[src/verilog/opvc_pkg.sv]
// Constants and carriers for the one-time-programmable array programmer
package opvc_pkg;
  // ------------------------------------------------------------
  // Clock and timing
  // ------------------------------------------------------------
  localparam int CLK_MHZ = 50;
  localparam int OSC_DIV_DEF = 10;
  localparam int T_VPP_SETUP_US = 10;
  localparam int T_VPP_HOLD_US = 10;
  localparam int T_PULSE_US = 100;
  localparam int T_GAP_US = 10;
  localparam int T_VPP_SETUP_CYC = T_VPP_SETUP_US * CLK_MHZ;
  localparam int T_VPP_HOLD_CYC = T_VPP_HOLD_US * CLK_MHZ;
  localparam int T_PULSE_CYC = T_PULSE_US * CLK_MHZ;
  localparam int T_GAP_CYC = T_GAP_US * CLK_MHZ;
  localparam int T_RST_OSC = 24;
  localparam int T_SYNC_L_OSC = 4;
  localparam int T_SYNC_H_OSC = 8;
  localparam int T_SEL_HI_OSC = 14;
  localparam int T_AHOLD_OSC = 3;
  localparam int T_ALO_OSC = 13;
  localparam int T_ADDR_VPP_OSC = 24;
  localparam int T_DSET_OSC = 38;
  localparam int T_AHLD_OSC = 48;
  localparam int T_VER_PROGRAM_PULSE_N_OSC = 48;
  localparam int T_VER_PURE_OSC = 14;
  localparam int N_PULSES = 25;
  localparam int CODE_BITS = 10;
  localparam int SEC1_BIT = 7;
  localparam int SEC2_BIT = 6;
  // ------------------------------------------------------------
  // Mode codes
  // ------------------------------------------------------------
  localparam logic [9:0] CODE_USER = 10'h296;
  localparam logic [9:0] CODE_KEY = 10'h292;
  localparam logic [9:0] CODE_SEC1 = 10'h29a;
  localparam logic [9:0] CODE_SEC2 = 10'h298;
  // ------------------------------------------------------------
  // Types
  // ------------------------------------------------------------
  typedef enum logic [2:0] {
    OP_PROGRAM_PULSE_N_USER = 3'h0,
    OP_VER_USER = 3'h1,
    OP_PROGRAM_PULSE_N_KEY = 3'h2,
    OP_VER_KEY = 3'h3,
    OP_PROGRAM_PULSE_N_SEC1 = 3'h4,
    OP_PROGRAM_PULSE_N_SEC2 = 3'h5,
    OP_VER_SEC = 3'h6
  } opvc_op_t;
  typedef struct packed {
    logic [2:0] op;
    logic [10:0] addr;
    logic [7:0] data;
  } opvc_cmd_t;
  typedef struct packed {
    logic err;
    logic sec1;
    logic sec2;
    logic [7:0] data;
  } opvc_rsp_t;
endpackage : opvc_pkg

[src/verilog/opvc_ctrl.sv]
// Programmer that drives the array's pins to program and verify it
`timescale 1ns/1ns
`default_nettype none
// Functional notes
// - Code 296H, strobe pulsed, high voltage: program user array.
// - Code 296H, strobe and voltage pin high: verify user array.
// - Code 292H, strobe pulsed, high voltage: program key array.
// - Code 292H, strobe and voltage pin high: verify key array.
// - Code 29AH, pulsed, high voltage: program security bit 1.
// - Code 298H, pulsed, high voltage: program security bit 2.
// - Code 29AH, strobe and voltage pin high: read security bits.
// - Address valid 10us plus 24 periods before strobe falls.
// - Address held 48 periods after strobe rises.
// - Data set 38 periods before strobe falls, held 36 after.
// - High voltage 10us before first strobe, 10us after last.
// - Strobe low 90 to 110us; at least 10us high between.
// - High address 13 periods before select falls, held 2 after.
// - Sync pulse low at least 4 periods, high at least 8.
// - 10-bit code on reset pin, LSB first, one bit per clock.
// - Address select high at least 13 clocks for high byte.
// - 25 strobe pulses per cycle, strobe left high after.
module opvc_ctrl #(
  parameter int OSC_DIV = opvc_pkg::OSC_DIV_DEF,
  parameter int PULSE_CYC = opvc_pkg::T_PULSE_CYC
) (
  input wire logic clk_sys,
  input wire logic reset,
  input wire logic cmd_valid,
  output logic cmd_ready,
  input wire opvc_pkg::opvc_cmd_t cmd,
  output logic rsp_valid,
  output opvc_pkg::opvc_rsp_t rsp,
  output logic osc_clk,
  output logic device_reset_pin,
  output logic sync_pulse_pin,
  output logic program_strobe_n,
  output logic vpp_high,
  output logic address_byte_select,
  output logic [7:0] addr_port,
  input wire logic [7:0] data_in,
  output logic [7:0] data_out,
  output logic data_oe
);
  import opvc_pkg::*;

  // ------------------------------------------------------------
  // Helpers
  // ------------------------------------------------------------
  function automatic logic [15:0] osc_cyc(input int n);
    return 16'(n * OSC_DIV);
  endfunction : osc_cyc

  function automatic logic mode_known(input logic [2:0] op);
    return op <= OP_VER_SEC;
  endfunction : mode_known

  function automatic logic [9:0] mode_code(input logic [2:0] op);
    case (op)
      OP_PROGRAM_PULSE_N_USER, OP_VER_USER: return CODE_USER;
      OP_PROGRAM_PULSE_N_KEY, OP_VER_KEY: return CODE_KEY;
      OP_PROGRAM_PULSE_N_SEC1, OP_VER_SEC: return CODE_SEC1;
      OP_PROGRAM_PULSE_N_SEC2: return CODE_SEC2;
      default: return CODE_USER;
    endcase
  endfunction : mode_code

  typedef enum logic [13:0] {
    S_IDLE = 14'h0001,
    S_RST = 14'h0002,
    S_SYNC_L = 14'h0004,
    S_SYNC_H = 14'h0008,
    S_SHIFT = 14'h0010,
    S_AHI = 14'h0020,
    S_AHOLD = 14'h0040,
    S_ALO = 14'h0080,
    S_VPPUP = 14'h0100,
    S_PLOW = 14'h0200,
    S_PHIGH = 14'h0400,
    S_VPPHOLD = 14'h0800,
    S_VERIFY = 14'h1000,
    S_DONE = 14'h2000
  } opvc_state_t;

  localparam int HALF = OSC_DIV / 2;
  localparam logic [15:0] DIV_LAST = 16'(OSC_DIV - 1);
  localparam logic [15:0] DIV_HALF = 16'(HALF - 1);

  opvc_state_t state;
  opvc_state_t next_state;
  logic [15:0] timer;
  logic [15:0] next_timer;
  logic [15:0] div_cnt;
  logic [3:0] bit_cnt;
  logic [4:0] pulse_cnt;
  opvc_cmd_t job;
  logic is_program_pulse_n;
  logic is_sec;
  logic fall_tick;

  assign is_program_pulse_n = (job.op == OP_PROGRAM_PULSE_N_USER) || (job.op == OP_PROGRAM_PULSE_N_KEY) ||
                   (job.op == OP_PROGRAM_PULSE_N_SEC1) || (job.op == OP_PROGRAM_PULSE_N_SEC2);
  assign is_sec = (job.op == OP_PROGRAM_PULSE_N_SEC1) || (job.op == OP_PROGRAM_PULSE_N_SEC2) ||
                  (job.op == OP_VER_SEC);
  assign cmd_ready = (state == S_IDLE);
  assign fall_tick = (div_cnt == DIV_HALF);

  // ------------------------------------------------------------
  // Oscillator for the device
  // ------------------------------------------------------------
  always_ff @(posedge clk_sys or posedge reset) begin
    if (reset) begin
      div_cnt <= 16'h0000;
      osc_clk <= 1'b1;
    end else begin
      div_cnt <= (div_cnt == DIV_LAST) ? 16'h0000 : div_cnt + 16'h0001;
      if (div_cnt == DIV_LAST) begin
        osc_clk <= 1'b1;
      end else if (fall_tick) begin
        osc_clk <= 1'b0;
      end
    end
  end

  // ------------------------------------------------------------
  // Sequencer
  // ------------------------------------------------------------
  always_comb begin
    next_state = state;
    next_timer = (timer != 16'h0000) ? timer - 16'h0001 : timer;
    case (state)
      S_IDLE: begin
        if (cmd_valid && mode_known(cmd.op)) begin
          next_state = S_RST;
          next_timer = osc_cyc(T_RST_OSC);
        end
      end
      S_RST: begin
        if (timer == 16'h0000) begin
          next_state = S_SYNC_L;
          next_timer = osc_cyc(T_SYNC_L_OSC);
        end
      end
      S_SYNC_L: begin
        if (timer == 16'h0000) begin
          next_state = S_SYNC_H;
          next_timer = osc_cyc(T_SYNC_H_OSC);
        end
      end
      S_SYNC_H: begin
        if (timer == 16'h0000) begin
          next_state = S_SHIFT;
        end
      end
      S_SHIFT: begin
        if (fall_tick && bit_cnt == 4'(CODE_BITS)) begin
          if (!is_sec) begin
            next_state = S_AHI;
            next_timer = osc_cyc(T_SEL_HI_OSC);
          end else if (is_program_pulse_n) begin
            next_state = S_VPPUP;
            next_timer = 16'(T_VPP_SETUP_CYC);
          end else begin
            next_state = S_VERIFY;
            next_timer = osc_cyc(T_VER_PURE_OSC);
          end
        end
      end
      S_AHI: begin
        if (timer == 16'h0000) begin
          next_state = S_AHOLD;
          next_timer = osc_cyc(T_AHOLD_OSC);
        end
      end
      S_AHOLD: begin
        if (timer == 16'h0000) begin
          next_state = S_ALO;
          next_timer = osc_cyc(T_ALO_OSC + T_ADDR_VPP_OSC);
        end
      end
      S_ALO: begin
        if (timer == 16'h0000) begin
          if (is_program_pulse_n) begin
            next_state = S_VPPUP;
            next_timer = 16'(T_VPP_SETUP_CYC) + osc_cyc(T_DSET_OSC);
          end else begin
            next_state = S_VERIFY;
            next_timer = osc_cyc(T_VER_PURE_OSC);
          end
        end
      end
      S_VPPUP: begin
        if (timer == 16'h0000) begin
          next_state = S_PLOW;
          next_timer = 16'(PULSE_CYC);
        end
      end
      S_PLOW: begin
        if (timer == 16'h0000) begin
          next_state = S_PHIGH;
          next_timer = 16'(T_GAP_CYC) + osc_cyc(T_AHLD_OSC);
        end
      end
      S_PHIGH: begin
        if (timer == 16'h0000) begin
          if (pulse_cnt == 5'(N_PULSES)) begin
            next_state = S_VPPHOLD;
            next_timer = 16'(T_VPP_HOLD_CYC);
          end else begin
            next_state = S_PLOW;
            next_timer = 16'(PULSE_CYC);
          end
        end
      end
      S_VPPHOLD: begin
        if (timer == 16'h0000) begin
          next_state = S_VERIFY;
          next_timer = osc_cyc(T_VER_PROGRAM_PULSE_N_OSC);
        end
      end
      S_VERIFY: begin
        if (timer == 16'h0000) begin
          next_state = S_DONE;
        end
      end
      S_DONE: begin
        next_state = S_IDLE;
      end
      default: begin
        next_state = S_IDLE;
      end
    endcase
  end

  always_ff @(posedge clk_sys or posedge reset) begin
    if (reset) begin
      state <= S_IDLE;
      timer <= 16'h0000;
    end else begin
      state <= next_state;
      timer <= next_timer;
    end
  end

  // ------------------------------------------------------------
  // Job capture and counters
  // ------------------------------------------------------------
  always_ff @(posedge clk_sys or posedge reset) begin
    if (reset) begin
      job <= '0;
    end else if (cmd_valid && cmd_ready) begin
      job <= cmd;
    end
  end

  always_ff @(posedge clk_sys or posedge reset) begin
    if (reset) begin
      pulse_cnt <= 5'h00;
    end else if (state == S_VPPUP) begin
      pulse_cnt <= 5'h00;
    end else if (state == S_PLOW && next_state == S_PHIGH) begin
      pulse_cnt <= pulse_cnt + 5'h01;
    end
  end

  // ------------------------------------------------------------
  // Serial mode code on the reset pin
  // ------------------------------------------------------------
  always_ff @(posedge clk_sys or posedge reset) begin
    if (reset) begin
      device_reset_pin <= 1'b1;
      bit_cnt <= 4'h0;
    end else if (state == S_SHIFT) begin
      if (fall_tick && bit_cnt != 4'(CODE_BITS)) begin
        device_reset_pin <= 1'(mode_code(job.op) >> bit_cnt);
        bit_cnt <= bit_cnt + 4'h1;
      end else if (fall_tick) begin
        device_reset_pin <= 1'b0;
      end
    end else if (state == S_IDLE || state == S_RST) begin
      device_reset_pin <= 1'b1;
      bit_cnt <= 4'h0;
    end
  end

  // ------------------------------------------------------------
  // Pin drive
  // ------------------------------------------------------------
  always_ff @(posedge clk_sys or posedge reset) begin
    if (reset) begin
      sync_pulse_pin <= 1'b1;
      program_strobe_n <= 1'b1;
      vpp_high <= 1'b0;
      address_byte_select <= 1'b0;
      addr_port <= 8'h00;
      data_out <= 8'h00;
      data_oe <= 1'b0;
    end else begin
      sync_pulse_pin <= (next_state != S_SYNC_L);
      program_strobe_n <= (next_state != S_PLOW);
      vpp_high <= (next_state == S_VPPUP) || (next_state == S_PLOW) ||
                  (next_state == S_PHIGH) || (next_state == S_VPPHOLD);
      address_byte_select <= (next_state == S_AHI);
      if (next_state == S_AHI || next_state == S_AHOLD) begin
        addr_port <= {5'h00, job.addr[10:8]};
      end else if (next_state != S_IDLE) begin
        addr_port <= job.addr[7:0];
      end
      data_out <= job.data;
      data_oe <= is_program_pulse_n && !is_sec &&
                 ((next_state == S_VPPUP) || (next_state == S_PLOW) ||
                  (next_state == S_PHIGH) || (next_state == S_VPPHOLD));
    end
  end

  // ------------------------------------------------------------
  // Answer
  // ------------------------------------------------------------
  always_ff @(posedge clk_sys or posedge reset) begin
    if (reset) begin
      rsp_valid <= 1'b0;
      rsp <= '0;
    end else begin
      rsp_valid <= (state == S_DONE) ||
                   (cmd_valid && cmd_ready && !mode_known(cmd.op));
      if (cmd_valid && cmd_ready && !mode_known(cmd.op)) begin
        rsp <= '{err: 1'b1, sec1: 1'b0, sec2: 1'b0, data: 8'h00};
      end else if (state == S_VERIFY && timer == 16'h0000) begin
        rsp.err <= 1'b0;
        rsp.data <= data_in;
        rsp.sec1 <= data_in[SEC1_BIT];
        rsp.sec2 <= data_in[SEC2_BIT];
      end
    end
  end
endmodule : opvc_ctrl
`default_nettype wire

[config.mk]
export PLATFORM = sky130hd
export DESIGN_NAME = opvc_ctrl
export DESIGN_NICKNAME = d
export VERILOG_FILES = /design/src/verilog/opvc_pkg.sv /design/src/verilog/opvc_ctrl.sv
export SDC_FILE = /design/constraint.sdc
export NUM_CORES = 1
export LEC_CHECK = 0
export BUFFER_PORTS_ARGS = -buffer_cell sky130_fd_sc_hd__buf_2
export CORE_ASPECT_RATIO = 1.1
export CORE_MARGIN = 4
export CORE_UTILIZATION = 54
export CTS_BUF_LIST = sky130_fd_sc_hd__clkbuf_8 sky130_fd_sc_hd__clkbuf_16
export DETAILED_ROUTE_END_ITERATION = 7
export PLACE_DENSITY = 0.82
export SLEW_MARGIN = 30
export SYNTH_ARGS = -nofsm -noshare
export SYNTH_HDL_FRONTEND = slang
export SYNTH_SLANG_ARGS = --single-unit
[constraint.sdc]
create_clock -name clk_sys -period 5.02 [get_ports clk_sys]
set_clock_uncertainty 0.1 [all_clocks]
set_input_delay 1.004 -clock clk_sys [delete_from_list [all_inputs] [get_ports clk_sys]]
set_output_delay 1.004 -clock clk_sys [all_outputs]
set_load 0.03 [all_outputs]
# After elaboration in Yosys (flattened, before gate mapping)
# Cells that the tools add are included.
[totals] regBits=112 input_bits=33 elab_cells=149
[classes] n_mux=52 n_addsub=4 eq_ne=35 n_reduce_logical=34 magnitude_cmp=1 shift=1
[ops] cell="$mux 16" count=13
[ops] cell="$mux 14" count=13
[ops] cell="$pmux 14 s13" count=1
[ops] cell="$pmux 16 s11" count=1
[ops] cell="$mux 13" count=3
[ops] cell="$mux 10" count=3
[ops] cell="$eq 14x10->1 const B" count=2
[ops] cell="$eq 14x11->1 const B" count=2
[ops] cell="$eq 14x12->1 const B" count=2
[ops] cell="$eq 14x6->1 const B" count=2
[ops] cell="$eq 14x7->1 const B" count=2
[ops] cell="$eq 14x9->1 const B" count=2
[ops] cell="$mux 11" count=2
[ops] cell="$mux 9" count=2
[ops] cell="$add 16x1->16 const B" count=1
[ops] cell="$eq 16x3->1 const B" count=1
[ops] cell="$eq 16x4->1 const B" count=1
[ops] cell="$logic_not 16->1" count=1
[ops] cell="$mux 8" count=2
[ops] cell="$reduce_bool 16->1" count=1
[ops] cell="$sub 16x1->16 const B" count=1
[ops] cell="$eq 14x1->1 const B" count=1
[ops] cell="$eq 14x13->1 const B" count=1
[ops] cell="$eq 14x14->1 const B" count=1
[ops] cell="31 further kinds" count=66

# Longest topological paths before layout
# Gate-level depths: netlist of the first run.
[depth] depth_word=13 mapped_depth=12

# Least setup slack after synthesis of the first run
# Ideal clock, no wire load.
[synth_path] path_type="reg-to-reg" start="reg state[5]" end="reg timer[8]" t_required_ps=4791 arrival_ps=2845 synth_period_minus_slack_ps=3074 setup_ps=129 setup_slack_ps=1946 path_stages_with_launch=13 cell_sequence="dfrtp_1 buf_6 or4_1 buf_2 or4b_4 buf_6 and3_1 buf_6 and2_4 buf_6 o31a_1 o31ai_1 o21ai_1"
[synth_via] elab_chain_cells=2 elab_cells_between_ends=12 cone_classes="eq/ne: 11; mux: 1"
[synth_lines] item="start: declaration" line="opvc_ctrl.sv:88" text="opvc_state_t state;"
[synth_lines] item="start signal: assignment" line="opvc_ctrl.sv:239" text="state <= next_state;"
[synth_lines] item="$eq 14x12->1 (tied with other cells)" line="opvc_ctrl.sv:130" text="case (state)"
[synth_lines] item="$pmux 16 s11 *" line="opvc_ctrl.sv:130"
[synth_lines] item="named net next_timer[8]" line="opvc_ctrl.sv:91" text="logic [15:0] next_timer;"
[synth_lines] item="end signal: assignment" line="opvc_ctrl.sv:240" text="timer <= next_timer;"
[synth_lines] item="end: declaration" line="opvc_ctrl.sv:90" text="logic [15:0] timer;"
# The timed path passes the listed nets; every way through them passes the cells marked *.
# A chain may end at the register's enable or synchronous reset.

# Worst setup path in the final report of the first run
[layout_path] start="reg state[9]" end="reg timer[14]"
# Same word-level chain as after synthesis.

==> results of run 1 <==
-- worst max-delay path: cells and delay by family (launching register included) --
family,cells,cell delay [ps]
AOI/OAI and AO/OA,3,1240
DFF,1,610
and+or+nand+nor,4,1610
-- worst max path at each step --
stage	start	endpoint	slack, ps	depth (start not counted)
after floorplan	reset	addr_port[0]	1020	1
after global placement	state[9]	addr_port[2]	1560	8
after detailed placement	state[9]	timer[14]	1460	7
after CTS	state[9]	timer[14]	1440	7
after global routing	timer[0]	timer[3]	1220	12
final	state[9]	timer[14]	1370	7
-- placed cells by master, fill, tap and decap left out, types with 5 or more instances in the layout --
| master | instances |
|---|---|
| o21ai_0 | 35 |
| mux2_2 | 23 |
| nor3_1 | 16 |
| ha_1 | 10 |
| xor2_1 | 13 |
| or4_1 | 9 |
| clkbuf_16 | 9 |
| nor2b_1 | 9 |
| a21oi_1 | 17 |
| nor2_1 | 87 |
| a31oi_1 | 7 |
| nand4b_1 | 5 |
| nand3_1 | 24 |
| inv_1 | 19 |
| o31ai_1 | 5 |
| nand4_1 | 15 |
| dfstp_2 | 5 |
| o22ai_1 | 5 |
| and3_1 | 15 |
| mux2i_1 | 14 |
| dfrtp_1 | 105 |
| xnor2_1 | 24 |
| o211ai_1 | 5 |
| nor4_1 | 18 |
| nand2_1 | 50 |
| buf_2 | 68 |
-- power groups by stage --
stage                     Sequential, uW  Combinational, uW  Clock, uW
after floorplan                     1350                785          0
after global placement              1250               1160          0
after detailed placement            1270               1180          0
after global routing                1280               1300        760
after CTS                           1250               1180        725
final                               1260               1190        715
-- layer usage --
metal | up-vias | global-route usage
met4 | 0 | 0.102
met1 | 2441 | 0.333
met5 | - | 0
met3 | 40 | 0.0488
met2 | 211 | 0.389
li1 | 2364 | -
-- flip-flops by register name, indices dropped and copies added (netlist names) --
| signal | count |
|---|---|
| addr_port | 8 |
| address_byte_select | 1 |
| bit_cnt | 4 |
| data_oe | 1 |
| data_out | 8 |
| device_reset_pin | 1 |
| div_cnt | 16 |
| job | 22 |
| osc_clk | 1 |
| program_strobe_n | 1 |
| pulse_cnt | 5 |
| rsp | 9 |
| rsp_valid | 1 |
| state | 14 |
| sync_pulse_pin | 1 |
| timer | 16 |
| vpp_high | 1 |
-- cells by family after synthesis --
family	count (synthesis)	synth area share
AOI/OAI and AO/OA	101	0.106
xor gates and xnor gates	37	0.0545
adders and majority gates	10	0.0210
buffers and inverters	49	0.0377
DFF	110	0.464
muxes	37	0.0671
and+or+nand+nor	286	0.250
-- cell type report --
type | count | area [um2]
Clock buffer | 9 | 225
Clock inverter | 7 | 76.3
Fill cell | 876 | 3940
Inverter | 20 | 80.1
Multi-Input combinational cell | 471 | 2970
Sequential cell | 110 | 2760
Tap cell | 143 | 179
Timing Repair Buffer | 70 | 355
-- synthesized netlist by cell type, types with 9 or more instances --
| library cell | number | share of area |
|---|---|---|
| or4_1 | 9 | 0.011 |
| nor4_1 | 19 | 0.020 |
| nor2_1 | 87 | 0.055 |
| xnor2_1 | 24 | 0.035 |
| dfrtp_1 | 105 | 0.44 |
| nand2_1 | 50 | 0.032 |
| a21oi_1 | 17 | 0.014 |
| clkbuf_1 | 19 | 0.012 |
| nor3_1 | 16 | 0.013 |
| mux2i_1 | 14 | 0.024 |
| nand3_1 | 24 | 0.020 |
| and3_1 | 15 | 0.016 |
| mux2_2 | 23 | 0.044 |
| nand4_1 | 15 | 0.016 |
| xor2_1 | 13 | 0.019 |
| inv_1 | 20 | 0.013 |
| ha_1 | 10 | 0.021 |
| o21ai_0 | 35 | 0.029 |
| nor2b_1 | 9 | 0.0095 |
-- metrics by stage --
step	hold slack [ps]	total power, uW	utilization	worst slack, ps
after global routing	292	3340	0.628	1220
final	280	3160	0.628	1370
after CTS	281	3160	0.627	1440
after floorplan	249	2130	-	1020
after detailed placement	260	2440	0.598	1460
after global placement	252	2410	0.598	1560
==> impl_metrics.py, run 1 <==
metrics = {
    "status": {
        "run_status": "complete, no violations",
    },
    "clock_tree": {
        "clock_path_buffers": 2,
        "clkSinkCount": 110,
        "clk_latency_ps": 360,
        "cts_setup_buffers": 0,
        "root_buffer": "clkbuf_16",
        "hold_buffers": 0,
        "htreeDepth": 3,
        "path_clk_slew_ps": 80,
        "cts_tree": "built",
        "cts_resized": 0,
        "cts_buffers": 9,
    },
    "routing": {
        "routed-wl-met3_um": 1200,
        "wl_um": 15400,
        "drc_errors": 0,
        "top_layer": "met4",
        "met1_length_um": 6540,
        "first_pass_iters": 5,
        "vias": 5056,
        "wire_per_inst_um": 18.6,
        "vias_per_cell": 6.09,
        "wl_met2_um": 7180,
        "ant_nets": 0,
        "drtIter0Drc": 459,
    },
    "critical_path": {
        "r2r_end": "timer[14]",
        "required_ps": 5210,
        "critical_path_class": "flop to flop",
        "ff2ff_path_depth": 7,
        "r2r_start": "state[9]",
        "arrival_ps": 3830,
        "critPathLaunchType": "flop",
        "slowest_delay_ps": 740,
        "worstSetupEndpointType": "flop",
        "worstPathMaxFanout": 19,
        "worst-r2r-setup-slack_ps": 1370,
        "cp_cell_sequence": "nor4_2, nand2_1, or4_1, o21bai_1, a21oi_1, o21a_1, nor2_1",
        "crit_slowest_cell": "o21bai_1",
    },
    "yosys": {
        "synth_nets": 673,
        "ys_types": 64,
        "synth.cell_area_um2": 5950,
        "ys.flop_type": "dfrtp_1",
        "ys_ff_latch": 110,
        "seq_area_frac_synth": 0.464,
        "async_flop_share": 1.00,
        "synth_warnings": 0,
        "synth_edf_count": 0,
        "syn_inst": 630,
        "syn_area_per_cell_um2": 9.44,
    },
    "sta": {
        "fin_crit_ps": 3650,
        "max_slew.worst_pin.slew_ps": 924,
        "slew_viol_final": 0,
        "clock.fmax_mhz": 274,
        "setup_viol": 0,
        "timing.slew.headroom": 0.382,
        "rsz0062_at_grt": "no",
        "fin_crit_sh": 0.727,
        "hold_violations": 0,
        "fin_setup_tns_ps": 0,
    },
    "cells_and_area": {
        "layout.cells.non_filler": 830,
        "design_area_um2": 6650,
        "fin_nets": 725,
        "syn_to_final_growth_pct": 11.7,
        "diodes": 0,
        "drive_above_1_share": 0.188,
    },
    "power": {
        "power_switching_uw": 1270,
        "p_leak_uw": 0.00309,
        "clkPwrFrac": 0.226,
        "netSwitchingFraction": 0.401,
        "p_comb_frac": 0.376,
        "p_per_area_nw_per_um2": 476,
        "p_int_uw": 1890,
        "p_seq_frac": 0.397,
        "ir_drop_mv": 0.379,
    },
    "die": {
        "placement_rows": 39,
        "die_area_um2": 12800,
        "io_pins": 69,
        "die_h_um": 118,
        "start_util": 0.562,
        "die_w_um": 108,
        "design.core.area_um2": 10600,
    },
    "placed_design": {
        "portBuffers": 68,
        "dp_cells": 814,
        "dp.final_hpwl_um": 11300,
        "place_area_um2": 6340,
        "place_congestion": 0.987,
    },
    "grt": {
        "grt_antenna_before_repair": 0,
        "grt-ovfl-total": 0,
        "grt_usage": 0.247,
        "grt_max_degree": 81,
        "grt_pass1_wl_um": 25000,
        "first_global_vias": 4934,
    },
    "hold_path": {
        "hp-start": "job[2]",
        "hold_path_depth": 0,
        "holdPathEnd": "data_out[2]",
        "hold_path.class": "flop to flop",
    },
    "job": {
        "cap_violations": 0,
    },
}
Power figures use the tool's default switching activity.
==> inputs of run 2 (changes only) <==
==> constraint.sdc (replaced) <==
create_clock -name clk_sys -period 3.76 [get_ports clk_sys]
set_clock_uncertainty 0.1 [all_clocks]
set_input_delay 0.752 -clock clk_sys [delete_from_list [all_inputs] [get_ports clk_sys]]
set_output_delay 0.752 -clock clk_sys [all_outputs]
set_load 0.03 [all_outputs]
==> run 2 against run 1 <==
Net effect: non-clock buffer count rose by 14; routed wire length rose by 4.6%; combinational power rose by 40%; highest routed layer unchanged.
==> impl_metrics.py, run 2 (synthesized netlist as in run 1, its figures left out) <==
metrics = {
    "critical_path": {
        "required_ps": 3890,
        "worstPathMaxFanout": 19,
        "arrival_ps": 3560,
        "worstSetupEndpointType": "flop",
        "critPathLaunchType": "flop",
        "worst-r2r-setup-slack_ps": 330,
        "critical_path_class": "flop to flop",
    },
    "sta": {
        "max_slew.worst_pin.slew_ps": 775,
        "fin_crit_ps": 3430,
        "hold_violations": 0,
        "timing.hold.ws_ps": 274,
        "setup_viol": 0,
        "fin_setup_tns_ps": 0,
        "fin_crit_sh": 0.911,
        "timing.slew.headroom": 0.482,
        "clock.fmax_mhz": 292,
        "rsz0062_at_grt": "no",
        "slew_viol_final": 0,
    },
    "cells_and_area": {
        "drive_above_1_share": 0.203,
        "fin_nets": 739,
        "multi_input_area_um2": 2970,
        "final_cell_mix": "dfrtp_1, nor2_1, buf_2",
        "regMostFlops": "job",
        "largest_reg_flops": 22,
        "layout_commonest_cell": "dfrtp_1",
        "largestRegisters": "job x22, div_cnt x16, timer x16",
        "seq_area_um2": 2760,
        "syn_to_final_growth_pct": 13.8,
        "filler_cell_count": 875,
        "diodes": 0,
    },
    "routing": {
        "wl_um": 16100,
        "vias_per_cell": 6.14,
        "vias": 5184,
        "drc_errors": 0,
        "ant_nets": 0,
        "wire_per_inst_um": 19.1,
        "first_pass_iters": 5,
        "drtIter0Drc": 419,
    },
    "power": {
        "power_uw": 4300,
        "p_per_area_nw_per_um2": 635,
        "ir_drop_mv": 0.525,
        "p_leak_uw": 0.00317,
    },
    "die": {
        "io_pins": 69,
        "placement_rows": 39,
        "die_h_um": 118,
        "die_area_um2": 12800,
        "die_w_um": 108,
        "start_util": 0.562,
        "design.core.area_um2": 10600,
    },
    "clock_tree": {
        "clkSinkCount": 110,
        "htreeDepth": 3,
        "cts_setup_buffers": 0,
        "root_buffer": "clkbuf_16",
        "hold_buffers": 0,
        "clock_path_buffers": 2,
        "clk_latency_ps": 350,
        "path_clk_slew_ps": 80,
        "cts_buffers": 9,
        "cts_tree": "built",
        "cts_resized": 0,
    },
    "status": {
        "run_status": "complete, no violations",
    },
    "grt": {
        "grt-ovfl-total": 0,
        "grt_antenna_before_repair": 0,
        "first_global_vias": 5201,
        "grt_max_degree": 111,
        "grt_usage": 0.257,
        "grt_pass1_wl_um": 26100,
    },
    "job": {
        "cap_violations": 0,
    },
    "hold_path": {
        "hold_path.class": "flop to flop",
    },
    "placed_design": {
        "dp.final_hpwl_um": 11900,
        "place_congestion": 1.04,
        "portBuffers": 68,
    },
}
==> run 2: worst max-delay path: stages (launching register included) <==
cell      delay, ps
dfrtp_1         610
nor4_2          520
nand2_1         260
or4_1           740
o21bai_1        230
buf_4           220
a211o_1         120
o211ai_1        150
a311oi_1        360
==> run 2: report_power, final <==
group | internal, uW | switching (uW) | total (uW)
registers | 1460 | 203 | 1670
logic | 645 | 1030 | 1670
clock network | 472 | 483 | 955
total | 2580 | 1710 | 4300
==> run 2: cell type report <==
type,count,share of cell area
clock inverters,7,0.0115
multi-input cells,471,0.438
flip-flops and latches,110,0.408
inverters,20,0.0115
clock buffers,9,0.0333
repair buffers,84,0.0717
well taps,143,0.0264
==> run 2: worst paths after layout <==
kind / from / depth (start not counted) / endpoint
max: state[9] / 8 / data_oe
min: job[1] / 0 / data_out[1]
max reg2reg: state[9] / 8 / data_oe
min reg2reg: job[1] / 0 / data_out[1]
max in group asynchronous: reset / 3 / timer[4]
min in group asynchronous: reset / 3 / bit_cnt[3]
==> run 2: metrics by stage <==
step / instances / cell area [um2] / util / setup WS (ps)
detailed placement: 828 / 6470 / 0.611 / 450
CTS: 844 / 6770 / 0.639 / 418
finish: 844 / 6770 / 0.639 / 333
floorplan: 630 / 5950 / - / 14.0
global placement: 828 / 6470 / 0.611 / 462
global route: 844 / 6770 / 0.639 / 144
==> run 2: layer usage <==
| layer | track usage | up-vias | part of all wire |
|---|---|---|---|
| met5 | 0 | - | 0 |
| met4 | 0.113 | 0 | 0.038 |
| met3 | 0.0614 | 57 | 0.073 |
| met2 | 0.412 | 236 | 0.48 |
| met1 | 0.328 | 2498 | 0.41 |
| li1 | - | 2393 | - |
==> inputs of run 3 (changes only) <==
--- a/config.mk
+++ b/config.mk
@@ -5,13 +5,15 @@
 export SDC_FILE = /design/constraint.sdc
 export NUM_CORES = 1
 export LEC_CHECK = 0
+export ABC_AREA = 1
 export BUFFER_PORTS_ARGS = -buffer_cell sky130_fd_sc_hd__buf_2
 export CORE_ASPECT_RATIO = 1.1
 export CORE_MARGIN = 4
 export CORE_UTILIZATION = 54
 export CTS_BUF_LIST = sky130_fd_sc_hd__clkbuf_8 sky130_fd_sc_hd__clkbuf_16
 export DETAILED_ROUTE_END_ITERATION = 7
-export PLACE_DENSITY = 0.82
+export PLACE_DENSITY = 0.81
+export RECOVER_POWER = 50
 export SLEW_MARGIN = 30
 export SYNTH_ARGS = -nofsm -noshare
 export SYNTH_HDL_FRONTEND = slang
==> run 3 against run 2 <==
Net effect: global-route usage decreased by 2.1 points; critical path depth decreased by 2; final area grew 4.1%; synthesized area up 5.3%; first-iteration DRC count down 5.7%; combinational power increased by 2%; clock power down 2%; sequential share of layout area decreased by 1.6 points; setup slack better by 770 ps; flip-flop and latch count unchanged; critical endpoint is now cmd_ready.
==> impl_metrics.py, run 3 <==
metrics = {
    "power": {
        "p_per_area_nw_per_um2": 607,
        "netSwitchingFraction": 0.406,
        "p_leak_uw": 0.00386,
        "p_comb_frac": 0.400,
        "power_switching_uw": 1740,
        "clkPwrFrac": 0.219,
        "p_seq_frac": 0.381,
        "p_int_uw": 2540,
        "ir_drop_mv": 0.480,
    },
    "grt": {
        "grt_pass1_wl_um": 25300,
        "grt_antenna_before_repair": 0,
        "grt-ovfl-total": 0,
        "first_global_vias": 5320,
        "grt_max_degree": 111,
        "grt_usage": 0.235,
    },
    "critical_path": {
        "ff2ff_path_depth": 13,
        "slowest_delay_ps": 430,
        "worstSetupEndpointType": "output pin",
        "required_ps": 2910,
        "worstPathBufferInverterCount": 3,
        "cp_cell_sequence": "nor2_2, nand3_4, inv_6, nand3_2, inv_1, buf_2",
        "r2r_end": "timer[3]",
        "r2r_start": "timer[0]",
        "crit_slowest_cell": "dfrtp_1",
        "arrival_ps": 1810,
        "critical_path_class": "flop to output pin",
        "worst-r2r-setup-slack_ps": 1330,
        "worstPathMaxFanout": 9,
        "critPathLaunchType": "flop",
        "crit_family": "simple AND/OR/NAND/NOR gates",
    },
    "sta": {
        "rsz0062_at_grt": "no",
        "clock.fmax_mhz": 376,
        "fin_setup_tns_ps": 0,
        "setup_viol": 0,
        "timing.hold.ws_ps": 277,
        "fin_crit_sh": 0.707,
        "timing.slew.headroom": 0.504,
        "hold_violations": 0,
        "fin_crit_ps": 2660,
        "fin_ws_ps": 1100,
        "max_slew.worst_pin.slew_ps": 737,
        "slew_viol_final": 0,
    },
    "placed_design": {
        "place_area_um2": 6760,
        "place_congestion": 1.01,
        "dp.final_hpwl_um": 11100,
        "portBuffers": 68,
        "pre_cts_ws_ps": 1390,
    },
    "routing": {
        "first_pass_iters": 5,
        "vias_per_cell": 5.33,
        "drc_errors": 0,
        "wire_per_inst_um": 14.8,
        "vias": 5385,
        "drtIter0Drc": 395,
        "wl_um": 15000,
        "ant_nets": 0,
    },
    "die": {
        "io_pins": 69,
        "design.core.area_um2": 11400,
        "start_util": 0.550,
        "placement_rows": 41,
        "die_h_um": 121,
        "die_w_um": 111,
        "die_area_um2": 13400,
    },
    "job": {
        "cap_violations": 0,
    },
    "cells_and_area": {
        "largestRegisters": "job x22, div_cnt x16, timer x16",
        "largest_reg_flops": 22,
        "final_cell_mix": "nand2_1, dfrtp_1, nor2_1",
        "layout_commonest_cell": "nand2_1",
        "syn_to_final_growth_pct": 12.5,
        "design_area_um2": 7050,
        "diodes": 0,
        "drive_above_1_share": 0.203,
        "fin_nets": 899,
        "filler_cell_count": 1025,
        "regMostFlops": "job",
    },
    "clock_tree": {
        "hold_buffers": 0,
        "clkSinkCount": 110,
        "path_clk_slew_ps": 70,
        "htreeDepth": 3,
        "clk_latency_ps": 360,
        "root_buffer": "clkbuf_16",
        "cts_setup_buffers": 0,
        "clock_path_buffers": 2,
        "cts_tree": "built",
        "cts_buffers": 9,
        "cts_resized": 0,
    },
    "yosys": {
        "seq_area_frac_synth": 0.440,
        "ys_types": 49,
        "synth_nets": 828,
        "synth_warnings": 0,
        "yosysTopAreaCellShare": 0.419,
        "async_flop_share": 1.00,
        "synth.cell_area_um2": 6260,
        "yosysTopAreaCell": "dfrtp_1",
        "synth_area_leaders": "dfrtp_1, nand2_1, inv_1, nor2_1, nand3_1",
        "ys.flop_type": "dfrtp_1",
        "synth_edf_count": 0,
        "ys_ff_latch": 110,
        "syn_inst": 785,
        "syn_area_per_cell_um2": 7.98,
        "yosysMostFrequentCell": "nand2_1",
        "synthTopCellsByCount": "nand2_1, dfrtp_1, inv_1",
    },
    "hold_path": {
        "hp-start": "job[1]",
        "hold_path_depth": 0,
        "holdPathEnd": "data_out[1]",
        "hold_path.class": "flop to flop",
    },
    "status": {
        "run_status": "complete, no violations",
    },
}
==> run 3: cell types whose count changed after synthesis, moves of 13 or more <==
cell,change
nand2_1,+142
inv_1,+73
nand3_1,+34
xnor2_1,-21
clkbuf_1,-19
nor4_1,-17
and3_1,-14
mux2i_1,-14
nor2_2,+13
==> run 3: logic make-up (layout without fill, tap and decap cells) <==
kind of cell | after synthesis | count (layout) | share of synthesized area
adders and majority gates | 10 | 10 | 0.0200
muxes | 23 | 23 | 0.0419
buffers and inverters | 111 | 187 | 0.0723
xor gates and xnor gates | 19 | 19 | 0.0266
AOI/OAI and AO/OA | 92 | 92 | 0.0853
DFF | 110 | 110 | 0.440
and+or+nand+nor | 420 | 420 | 0.314
==> run 3: power groups by stage <==
stage	registers (uW)	logic, uW	clock network, uW
2_1_floorplan	1800	1150	0
3_3_place_gp	1640	1690	0
3_5_place_dp	1650	1710	0
4_1_cts	1630	1720	961
5_1_grt	1670	1900	1020
6_report	1630	1710	936
==> run 3: routing by layer <==
metal  vias up  routed length (um)  global-route usage
li1       2671                   -                   -
met1      2476                6350               0.296
met2       205                7090               0.381
met3        33                1070              0.0594
met4         0                 451               0.115
met5         -                   0                   0
==> run 3: worst max-delay path by stage <==
stage | startpoint | slack, ps | endpoint | cells after the start
floorplan | reset | 10 | addr_port[0] | 1
global placement | timer[0] | 1430 | data_oe | 13
detailed placement | timer[0] | 1390 | timer[2] | 13
CTS | state[10] | 1100 | cmd_ready | 6
global route | state[8] | 1010 | cmd_ready | 6
finish | state[8] | 1100 | cmd_ready | 6
==> run 3: area by class of cell <==
class | count | area [um2] | area share
multi-input combinational | 564 | 3050 | 0.433
tap | 150 | 188 | 0.0266
clock buffer | 10 | 239 | 0.0339
timing repair buffer | 70 | 368 | 0.0522
sequential | 110 | 2760 | 0.392
inverter | 101 | 390 | 0.0554
clock inverter | 6 | 51.3 | 0.00728
==> run 3: stage by stage <==
step,power [uW],util,instances
2_1_floorplan,2950,-,785
3_3_place_gp,3330,0.593,995
3_5_place_dp,3360,0.593,995
4_1_cts,4310,0.619,1011
5_1_grt,4590,0.619,1011
6_report,4280,0.619,1011
